[config.mk]
export PLATFORM = sky130hd
export DESIGN_NAME = safety_diag
export DESIGN_NICKNAME = d
export VERILOG_FILES = /design/src/verilog/flash_gen.v /design/src/verilog/safety_diag.v
export VERILOG_INCLUDE_DIRS = /design/src /design/src/verilog
export SDC_FILE = /design/constraint.sdc
export NUM_CORES = 1
export LEC_CHECK = 0
export BUFFER_PORTS_ARGS = -buffer_cell sky130_fd_sc_hd__buf_2
export CAP_MARGIN = 0
export CORE_UTILIZATION = 50
export CTS_BUF_LIST = sky130_fd_sc_hd__clkbuf_4 sky130_fd_sc_hd__clkbuf_8
export CTS_CLUSTER_SIZE = 30
export DETAILED_ROUTE_END_ITERATION = 10
export GPL_TIMING_DRIVEN = 1
export PLACE_DENSITY = 0.73
export SYNTH_ARGS = -nofsm -noshare
export SYNTH_HDL_FRONTEND = slang
export SYNTH_HIERARCHICAL = 1
export SYNTH_SLANG_ARGS = --single-unit
export TNS_END_PERCENT = 20
[constraint.sdc]
create_clock -name hclk -period 3.8 [get_ports hclk]
set_input_delay 0.57 -clock hclk [delete_from_list [all_inputs] [get_ports hclk]]
set_output_delay 0.57 -clock hclk [all_outputs]
set_load 0.01 [all_outputs]
[src/verilog/safety_diag_defs.vh]
// constants for the safety sensor diagnostic block
`ifndef SAFETY_DIAG_DEFS_VH
`define SAFETY_DIAG_DEFS_VH

// timebase
`define CLK_HZ 250000000
`define FLASH_HZ 1
`define HALF_1HZ_CYC (`CLK_HZ / (2 * `FLASH_HZ))
`define PULSE_MS 200
`define PULSE_CYC ((`CLK_HZ / 1000) * `PULSE_MS)
`define PAUSE_MS 1000
`define PAUSE_CYC ((`CLK_HZ / 1000) * `PAUSE_MS)
`define WARN_MIN 30
`define WARN_CYC (40'd250000000 * 40'd60 * `WARN_MIN)

// chain
`define MAX_CHAIN 31

// register byte offsets
`define OFS_CTRL 12'h000
`define OFS_CHAIN 12'h004
`define OFS_RESP 12'h008
`define OFS_WARN 12'h00C
`define OFS_ERR 12'h010
`define OFS_STAT 12'h014

// request byte field
`define CTRL_ERR_RST 7
`define CTRL_RST_VAL 8'h00
`define CHAIN_RST_VAL 5'h00

// response byte fields
`define RSP_SAFE 0
`define RSP_ACT 1
`define RSP_INOK 4
`define RSP_LIMIT 5
`define RSP_WARN 6
`define RSP_ERR 7

// diagnostic byte fields
`define DG_OUT_A 0
`define DG_OUT_B 1
`define DG_CROSS 2
`define DG_TEMP 3
`define DG_ACTR 4
`define DG_INTERNAL 5
`define DG_COMM 6

// red flash codes
`define CODE_NONE 3'h0
`define CODE_STEADY 3'h6

`endif

[src/verilog/flash_gen.v]
// yellow 1 Hz blinker and red pulse-group generator
`include "safety_diag_defs.vh"
`timescale 1ns/1ps
`default_nettype none
module flash_gen #(
  parameter [31:0] HALF_CYC = `HALF_1HZ_CYC,
  parameter [31:0] PULSE_CYC = `PULSE_CYC,
  parameter [31:0] PAUSE_CYC = `PAUSE_CYC
) (
  // clock and reset
  input wire hclk,
  input wire hresetn,
  // code in, patterns out
  input wire [2:0] code,
  output reg blink,
  output reg red_on
);
  localparam [2:0] S_ON = 3'b001;
  localparam [2:0] S_OFF = 3'b010;
  localparam [2:0] S_PAUSE = 3'b100;

  reg [31:0] bcnt_r;
  reg [31:0] rcnt_r;
  reg [2:0] state_r;
  reg [2:0] npulse_r;

  always @(posedge hclk or negedge hresetn) begin
    if (!hresetn) begin
      bcnt_r <= 32'h0;
      blink <= 1'b0;
    end else if (bcnt_r >= HALF_CYC - 32'h1) begin
      bcnt_r <= 32'h0;
      blink <= ~blink;
    end else begin
      bcnt_r <= bcnt_r + 32'h1;
    end
  end

  // RULE19 groups then long pause
  always @(posedge hclk or negedge hresetn) begin
    if (!hresetn) begin
      state_r <= S_PAUSE;
      rcnt_r <= 32'h0;
      npulse_r <= 3'h0;
      red_on <= 1'b0;
    end else if (code == `CODE_NONE) begin
      state_r <= S_PAUSE;
      rcnt_r <= 32'h0;
      npulse_r <= 3'h0;
      red_on <= 1'b0;
    end else if (code == `CODE_STEADY) begin
      state_r <= S_PAUSE;
      rcnt_r <= 32'h0;
      npulse_r <= 3'h0;
      red_on <= 1'b1;
    end else begin
      rcnt_r <= rcnt_r + 32'h1;
      case (state_r)
        S_ON: begin
          red_on <= 1'b1;
          if (rcnt_r >= PULSE_CYC - 32'h1) begin
            rcnt_r <= 32'h0;
            red_on <= 1'b0;
            npulse_r <= npulse_r + 3'h1;
            state_r <= S_OFF;
          end
        end
        S_OFF: begin
          red_on <= 1'b0;
          if (rcnt_r >= PULSE_CYC - 32'h1) begin
            rcnt_r <= 32'h0;
            if (npulse_r >= code) begin
              state_r <= S_PAUSE;
            end else begin
              red_on <= 1'b1;
              state_r <= S_ON;
            end
          end
        end
        S_PAUSE: begin
          red_on <= 1'b0;
          if (rcnt_r >= PAUSE_CYC - 32'h1) begin
            rcnt_r <= 32'h0;
            npulse_r <= 3'h0;
            red_on <= 1'b1;
            state_r <= S_ON;
          end
        end
        default: begin
          state_r <= S_PAUSE;
          red_on <= 1'b0;
        end
      endcase
    end
  end
endmodule // flash_gen
`default_nettype wire

[src/verilog/safety_diag.v]
// fault handling, indicators and diagnostic bytes of the safety sensor
//
// How it works
// RULE1 - ready and idle: green, outputs low
// RULE2 - actuator present: yellow steady, outputs high
// RULE3 - limit area: yellow 1Hz, outputs on
// RULE4 - limit area pulses the diagnostic output
// RULE5 - red pulse groups encode the fault cause
// RULE6 - any fault forces diagnostic output low
// RULE7 - warning keeps outputs, shutdown after 30min
// RULE8 - warning clears itself when cause gone
// RULE9 - failure drops outputs at once, red flashes
// RULE10 - failure clears: cause gone plus reset/opening
// RULE11 - output failures stay until next release
// RULE12 - link loss freezes safety output state
// RULE13 - at most 31 sensors, diagnostics chained
// RULE14 - response and diagnostic bytes always provided
// RULE15 - controller sends one request byte each
// RULE16 - diag low, outputs on means warning
// RULE17 - status bits are active high
// RULE18 - requests in, responses and diagnostics out
// RULE19 - pause between groups longer than spacing
// RULE20 - warning timer restarts for each warning
`include "safety_diag_defs.vh"
`timescale 1ns/1ps
`default_nettype none
module safety_diag #(
  parameter [39:0] WARN_CYC = `WARN_CYC,
  parameter [31:0] HALF_CYC = `HALF_1HZ_CYC,
  parameter [31:0] PULSE_CYC = `PULSE_CYC,
  parameter [31:0] PAUSE_CYC = `PAUSE_CYC
) (
  // clock and reset
  input wire hclk,
  input wire hresetn,
  // ahb-lite slave
  input wire hsel,
  input wire [11:0] haddr,
  input wire [1:0] htrans,
  input wire hwrite,
  input wire [2:0] hsize,
  input wire [31:0] hwdata,
  input wire hready,
  output wire hreadyout,
  output wire hresp,
  output reg [31:0] hrdata,
  // sensor state pins
  input wire sensor_ready,
  input wire act_present,
  input wire act_limit,
  input wire inputs_ok,
  input wire [5:0] warn_cause,
  input wire [5:0] fail_cause,
  input wire comm_err,
  input wire serial_diag_in,
  // indicators and outputs
  output reg led_green,
  output reg led_yellow,
  output reg led_red,
  output reg diag_out,
  output reg safety_out_a,
  output reg safety_out_b,
  // bytes towards the gateway
  output reg [7:0] resp_byte,
  output reg [7:0] warn_byte,
  output reg [7:0] err_byte
);
  // pin synchronisers, 18 bits
  wire [17:0] pins_w;
  reg [17:0] sync1_r;
  reg [17:0] sync2_r;
  assign pins_w = {serial_diag_in, comm_err, fail_cause, warn_cause,
                   inputs_ok, act_limit, act_present, sensor_ready};
  always @(posedge hclk or negedge hresetn) begin
    if (!hresetn) begin
      sync1_r <= 18'h0;
      sync2_r <= 18'h0;
    end else begin
      sync1_r <= pins_w;
      sync2_r <= sync1_r;
    end
  end

  wire ready_s = sync2_r[0];
  wire act_s = sync2_r[1];
  wire limit_s = sync2_r[2];
  wire inok_s = sync2_r[3];
  wire [5:0] warn_s = sync2_r[9:4];
  wire [5:0] fail_s = sync2_r[15:10];
  wire comm_s = sync2_r[16];
  wire chain_s = sync2_r[17];

  // register file
  reg [7:0] ctrl_r;
  reg [4:0] chain_r;
  reg [7:0] ctrl_prev_r;
  reg wr_pend_r;
  reg [11:0] wr_addr_r;

  wire req_w = hsel & hready & htrans[1];

  // flash pattern generator
  wire blink_w;
  wire red_pat_w;
  reg [2:0] code_w;

  flash_gen #(
    .HALF_CYC(HALF_CYC),
    .PULSE_CYC(PULSE_CYC),
    .PAUSE_CYC(PAUSE_CYC)
  ) u_flash (
    .hclk(hclk),
    .hresetn(hresetn),
    .code(code_w),
    .blink(blink_w),
    .red_on(red_pat_w)
  );

  // internal error wins and is steady; otherwise lowest-numbered cause wins
  function [2:0] flash_code;
    input [5:0] causes;
    begin
      if (causes[`DG_INTERNAL]) flash_code = `CODE_STEADY;
      else if (causes[`DG_OUT_A]) flash_code = 3'h1;
      else if (causes[`DG_OUT_B]) flash_code = 3'h2;
      else if (causes[`DG_CROSS]) flash_code = 3'h3;
      else if (causes[`DG_TEMP]) flash_code = 3'h4;
      else if (causes[`DG_ACTR]) flash_code = 3'h5;
      else flash_code = `CODE_NONE;
    end
  endfunction

  // fault state
  reg [5:0] fail_r;
  reg [39:0] wtimer_r;
  reg wexp_r;
  reg act_prev_r;
  wire warn_act = |warn_s;
  wire fail_act = |fail_r;
  wire [5:0] out_mask = 6'h07;

  // RULE10 reset bit falling edge
  wire rst_fall = ctrl_prev_r[`CTRL_ERR_RST] & ~ctrl_r[`CTRL_ERR_RST];
  // guard opened: actuator left range
  wire opened = act_prev_r & ~act_s;
  reg [5:0] clr_w;

  always @* begin
    // RULE10 only causes that have gone
    clr_w = ~fail_s & ~out_mask & {6{rst_fall | opened}};
    // RULE11 output faults only at release
    clr_w = clr_w | (~fail_s & out_mask & {6{opened}});
    code_w = flash_code(fail_act ? fail_r : warn_s);
  end

  always @(posedge hclk or negedge hresetn) begin
    if (!hresetn) begin
      fail_r <= 6'h0;
      act_prev_r <= 1'b0;
      ctrl_prev_r <= `CTRL_RST_VAL;
    end else begin
      act_prev_r <= act_s;
      ctrl_prev_r <= ctrl_r;
      // RULE9 latch; new cause beats clear
      fail_r <= (fail_r & ~clr_w) | fail_s;
    end
  end

  // RULE7 shutdown timer
  always @(posedge hclk or negedge hresetn) begin
    if (!hresetn) begin
      wtimer_r <= 40'h0;
      wexp_r <= 1'b0;
    end else if (!warn_act) begin
      // RULE8 clears, RULE20 restarts from zero
      wtimer_r <= 40'h0;
      wexp_r <= 1'b0;
    end else if (wtimer_r >= WARN_CYC - 40'h1) begin
      wexp_r <= 1'b1;
    end else begin
      wtimer_r <= wtimer_r + 40'h1;
    end
  end

  // output decisions
  wire enable_w = ready_s & act_s & inok_s & ~fail_act & ~wexp_r;
  wire any_fault = fail_act | warn_act;
  reg own_diag;

  always @* begin
    own_diag = 1'b0;
    if (ready_s & act_s) begin
      // RULE4 pulsed in limit area
      own_diag = limit_s ? blink_w : 1'b1;
    end
    // RULE6 fault forces low
    if (any_fault) begin
      own_diag = 1'b0;
    end
  end

  always @(posedge hclk or negedge hresetn) begin
    if (!hresetn) begin
      safety_out_a <= 1'b0;
      safety_out_b <= 1'b0;
      diag_out <= 1'b0;
      led_green <= 1'b0;
      led_yellow <= 1'b0;
      led_red <= 1'b0;
    end else begin
      // RULE12 hold state on link loss
      if (!comm_s || fail_act) begin
        // RULE1 RULE2 RULE9 outputs follow enable
        safety_out_a <= enable_w;
        safety_out_b <= enable_w;
      end
      // RULE13 series chain of diagnostics
      diag_out <= own_diag & chain_s;
      // RULE16 low diag with outputs on
      // RULE1 green when idle and ready
      led_green <= ready_s & ~act_s & ~any_fault;
      // RULE3 1Hz flash near limit
      led_yellow <= ready_s & act_s & ~any_fault & (~limit_s | blink_w);
      // RULE5 red cause code
      led_red <= any_fault & red_pat_w;
    end
  end

  // RULE14 status bytes refreshed each cycle
  always @(posedge hclk or negedge hresetn) begin
    if (!hresetn) begin
      resp_byte <= 8'h00;
      warn_byte <= 8'h00;
      err_byte <= 8'h00;
    end else begin
      // RULE17 one means present
      resp_byte <= 8'h00;
      resp_byte[`RSP_SAFE] <= safety_out_a & safety_out_b;
      resp_byte[`RSP_ACT] <= act_s;
      resp_byte[`RSP_INOK] <= inok_s;
      resp_byte[`RSP_LIMIT] <= act_s & limit_s;
      resp_byte[`RSP_WARN] <= any_fault;
      resp_byte[`RSP_ERR] <= fail_act | wexp_r;
      warn_byte <= {1'b0, comm_s, warn_s};
      err_byte <= {2'b00, fail_r};
    end
  end

  // ahb-lite: zero wait states, always okay
  assign hreadyout = 1'b1;
  assign hresp = 1'b0;

  always @(posedge hclk or negedge hresetn) begin
    if (!hresetn) begin
      wr_pend_r <= 1'b0;
      wr_addr_r <= 12'h0;
      hrdata <= 32'h0;
    end else begin
      wr_pend_r <= req_w & hwrite;
      if (req_w) begin
        wr_addr_r <= haddr;
      end
      if (req_w & ~hwrite) begin
        case (haddr)
          `OFS_CTRL: hrdata <= {24'h0, ctrl_r};
          `OFS_CHAIN: hrdata <= {27'h0, chain_r};
          `OFS_RESP: hrdata <= {24'h0, resp_byte};
          `OFS_WARN: hrdata <= {24'h0, warn_byte};
          `OFS_ERR: hrdata <= {24'h0, err_byte};
          `OFS_STAT: hrdata <= {22'h0, wexp_r, fail_act, warn_act,
                                diag_out, safety_out_b, safety_out_a,
                                led_red, led_yellow, led_green, own_diag};
          default: hrdata <= 32'h0;
        endcase
      end
    end
  end

  // RULE15 RULE18 request byte from controller
  always @(posedge hclk or negedge hresetn) begin
    if (!hresetn) begin
      ctrl_r <= `CTRL_RST_VAL;
      chain_r <= `CHAIN_RST_VAL;
    end else if (wr_pend_r) begin
      if (wr_addr_r == `OFS_CTRL) begin
        ctrl_r <= hwdata[7:0];
      end
      // RULE13 positions beyond the chain refused
      if (wr_addr_r == `OFS_CHAIN && hwdata[4:0] < 5'd`MAX_CHAIN) begin
        chain_r <= hwdata[4:0];
      end
    end
  end
endmodule // safety_diag
`default_nettype wire

==> flow_summary.json <==
{
  "die_x_um": 144.6,
  "crit_path_start_kind": "register",
  "drc": 0,
  "synth_area_leader_cell": "dfrtp_1",
  "yosysUniqueCellTypes": 74,
  "htree_levels": 2,
  "slowest_delay_ns": 0.41,
  "synth_top_cell_area_share_pct": 52.91,
  "p_int_mw": 3.832,
  "detail_route.wl_per_cell_um": 15.46,
  "cts_root_buffer": "clkbuf_8",
  "place.gp.congestion": 0.8548,
  "maxCapViolations": 0,
  "end_kind": "register",
  "start_util_pct": 51.57,
  "power_density_nw_per_um2": 443.4,
  "ys.warnings.count": 6,
  "grt_max_degree": 114,
  "cts.sinks": 216,
  "crit_type": "reg2reg",
  "synth_area_leaders": "dfrtp_1, xor2_1, nand2_1",
  "max_freq_mhz": 286.7,
  "die_h_um": 144.6,
  "cp.required_ns": 4.25,
  "netlist_instances": 973,
  "vias": 7386,
  "area_delta_synth_final_pct": 12.77,
  "slew_headroom_pct": 34.44,
  "design_area_um2": 11470,
  "grt_use_met3_pct": 3.841,
  "core-area_um2": 19720,
  "clkPwrFrac_pct": 43.7,
  "seq_area_frac_synth_pct": 53.17,
  "p_seq_share_pct": 49.3,
  "finalSetupTns_ns": 0,
  "grt_overflow_total": 0,
  "row_count": 51,
  "avgSynthCellArea_um2": 10.45,
  "crit_chain": "nor2_1 -> and3_1 -> a21oi_1 -> a211o_1 -> a221o_1 -> a21boi_1 -> ha_1 -> nand2b_1 -> a21o_1 -> a2111oi_0 -> mux2i_1 -> and3_1 -> o21ai_1",
  "grtUsageMet2_pct": 31.73,
  "die-area_um2": 20910,
  "wl_um": 20920,
  "finalPower_mw": 5.085,
  "hp-class": "in2async",
  "p_leak_nw": 5.146,
  "ioPinCount": 136,
  "use_met1_pct": 28.91,
  "clkSlewWorstSetupHoldPaths_ns": 0.06,
  "critical-path-slowest-cell": "dfrtp_1",
  "cts_buffer_depth": 3,
  "io_buffers": 78,
  "synth-main-ff-cell": "dfrtp_1",
  "finalNetCount": 1139,
  "hpwl_um": 14070,
  "setup_violations": 0,
  "cts_resized": 0,
  "worst_slew_pin_slew_ns": 0.9834,
  "yosysMostFrequentCell": "dfrtp_1",
  "crit_buf_inv": 0,
  "first_pass_iters": 5,
  "fin_skew_ns": 0.01545,
  "grt_use_total_pct": 20.50,
  "grt.busiest_layer": "met2",
  "netlist_top_cells_count": "dfrtp_1, nand2_1, nor2_1",
  "synth_edf_count": 0,
  "drv_slew": 0,
  "cpLargestDelayFamily": "compound AO/OA/AOI/OAI gates",
  "rr_startpoint": "fail_r[1]",
  "ant_nets": 0,
  "placed_area_um2": 10680,
  "status": "finished, final reports clean",
  "post-cts-setup-buffers": 0,
  "antenna_found_initial": 2,
  "rsz0062_at_grt": "false",
  "period_share_pct": 91.80,
  "drt_iter0_markers": 442,
  "grt_pass1_vias": 7091,
  "arrival_ns": 3.94,
  "insertion_delay_ns": 0.54,
  "cts_hold_buf": 0,
  "finalCriticalPeriod_ns": 3.489,
  "numCtsBuffers": 36,
  "synth-async-reset-ratio_pct": 100.0,
  "layout-drive-gt1-share_pct": 20.72,
  "pwr-share-comb_pct": 7.0,
  "grt_first_pass_wirelength_um": 34310,
  "switching_share_pct": 24.64,
  "cp_common_cell": "and3_1",
  "hold_viol": 0,
  "cts_tree": "done",
  "netlist_area_um2": 10170,
  "vdd_ir_drop_max_mv": 0.3094,
  "ys_seq_elements": 216,
  "worstPathMaxFanout": 8,
  "critPathLaunch": "fail_r[1]",
  "vias_per_cell": 5.459,
  "switchingPower_mw": 1.253
}
## placed cells by master (no fill, tap or decap), drive strengths merged, types with 3 or more instances in the layout
cell type  count
xor2          40
and4          10
nand2         88
a211oi         3
inv           17
ha             7
conb          34
nor4           9
nand4         25
bufinv         3
mux2          26
o21ai         31
mux2i          8
xnor2         22
buf           87
a21oi         40
and3          23
nand2b        11
o31ai          7
nor4b          5
clkbuf        48
a32o           4
nor3          21
and2          14
nor2b          6
clkinv        10
o211ai        12
dfrtp        215
or3           15
nor2         116
or4           18
a21o           8
nand3         60
nor3b          5
## flip-flops by register name, summed over array words and instances (netlist names), 3 cells and up
name              flops
sync2_r              18
ctrl_r                8
wtimer_r             40
chain_r               5
u_flash/npulse_r      3
u_flash/bcnt_r       32
warn_byte             7
u_flash/rcnt_r       32
u_flash/state_r       3
resp_byte             6
hrdata               10
fail_r                6
err_byte              6
wr_addr_r            12
sync1_r              18
## stage by stage
stage	util, %	worst slack [ns]	hold slack, ns	cells
global placement	54.16	0.4534	0.3329	1287
global route	58.14	0.09178	0.1135	1352
finish	58.16	0.3115	0.09749	1353
floorplan	-	0.6122	0.2744	1004
detailed placement	54.16	0.3620	0.3347	1287
CTS	58.13	0.3371	0.1117	1351
## final timing paths
kind / to / slack, ns / depth (start not counted)
max in group asynchronous: wr_addr_r[9] / 2.79 / 2
min reg2reg: sync2_r[6] / 0.34 / 0
max: u_flash/red_on / 0.31 / 13
min: wtimer_r[3] / 0.1 / 1
min in group hclk: sync1_r[16] / 0.14 / 1
max reg2reg: u_flash/red_on / 0.31 / 13
## area by class of cell
type                       count  area, um2
tap                          265      331.6
clock buffer                  48      616.8
timing repair buffer          87      480.5
antenna                        2      5.005
inverter                      14      52.55
fill                        1676       8250
sequential                   216       5406
multi-input combinational    705       4408
clock inverter                16      166.4
## power groups by stage
stage / sequential [mW] / combinational, mW / clock (mW)
after CTS: 2.51 / 0.360 / 2.29
after global routing: 2.52 / 0.405 / 2.39
after global placement: 2.54 / 0.348 / 0
final: 2.51 / 0.354 / 2.22
after floorplan: 2.52 / 0.256 / 0
after detailed placement: 2.55 / 0.358 / 0
## kinds of logic after synthesis
logic type | share of synthesized area, %
AOI/OAI and AO/OA | 9.131
adders and majority gates | 0.8613
xor gates and xnor gates | 5.340
muxes | 4.110
buffers and inverters | 4.663
and+or+nand+nor | 22.62
DFF | 53.17
other | 0.1107
## layer usage
metal	vias up	wire length [um]
met1	3602	9807
met4	0	397
met3	32	1104
met2	197	9614
li1	3555	-
met5	-	0
(Power assumes the default switching activity.)
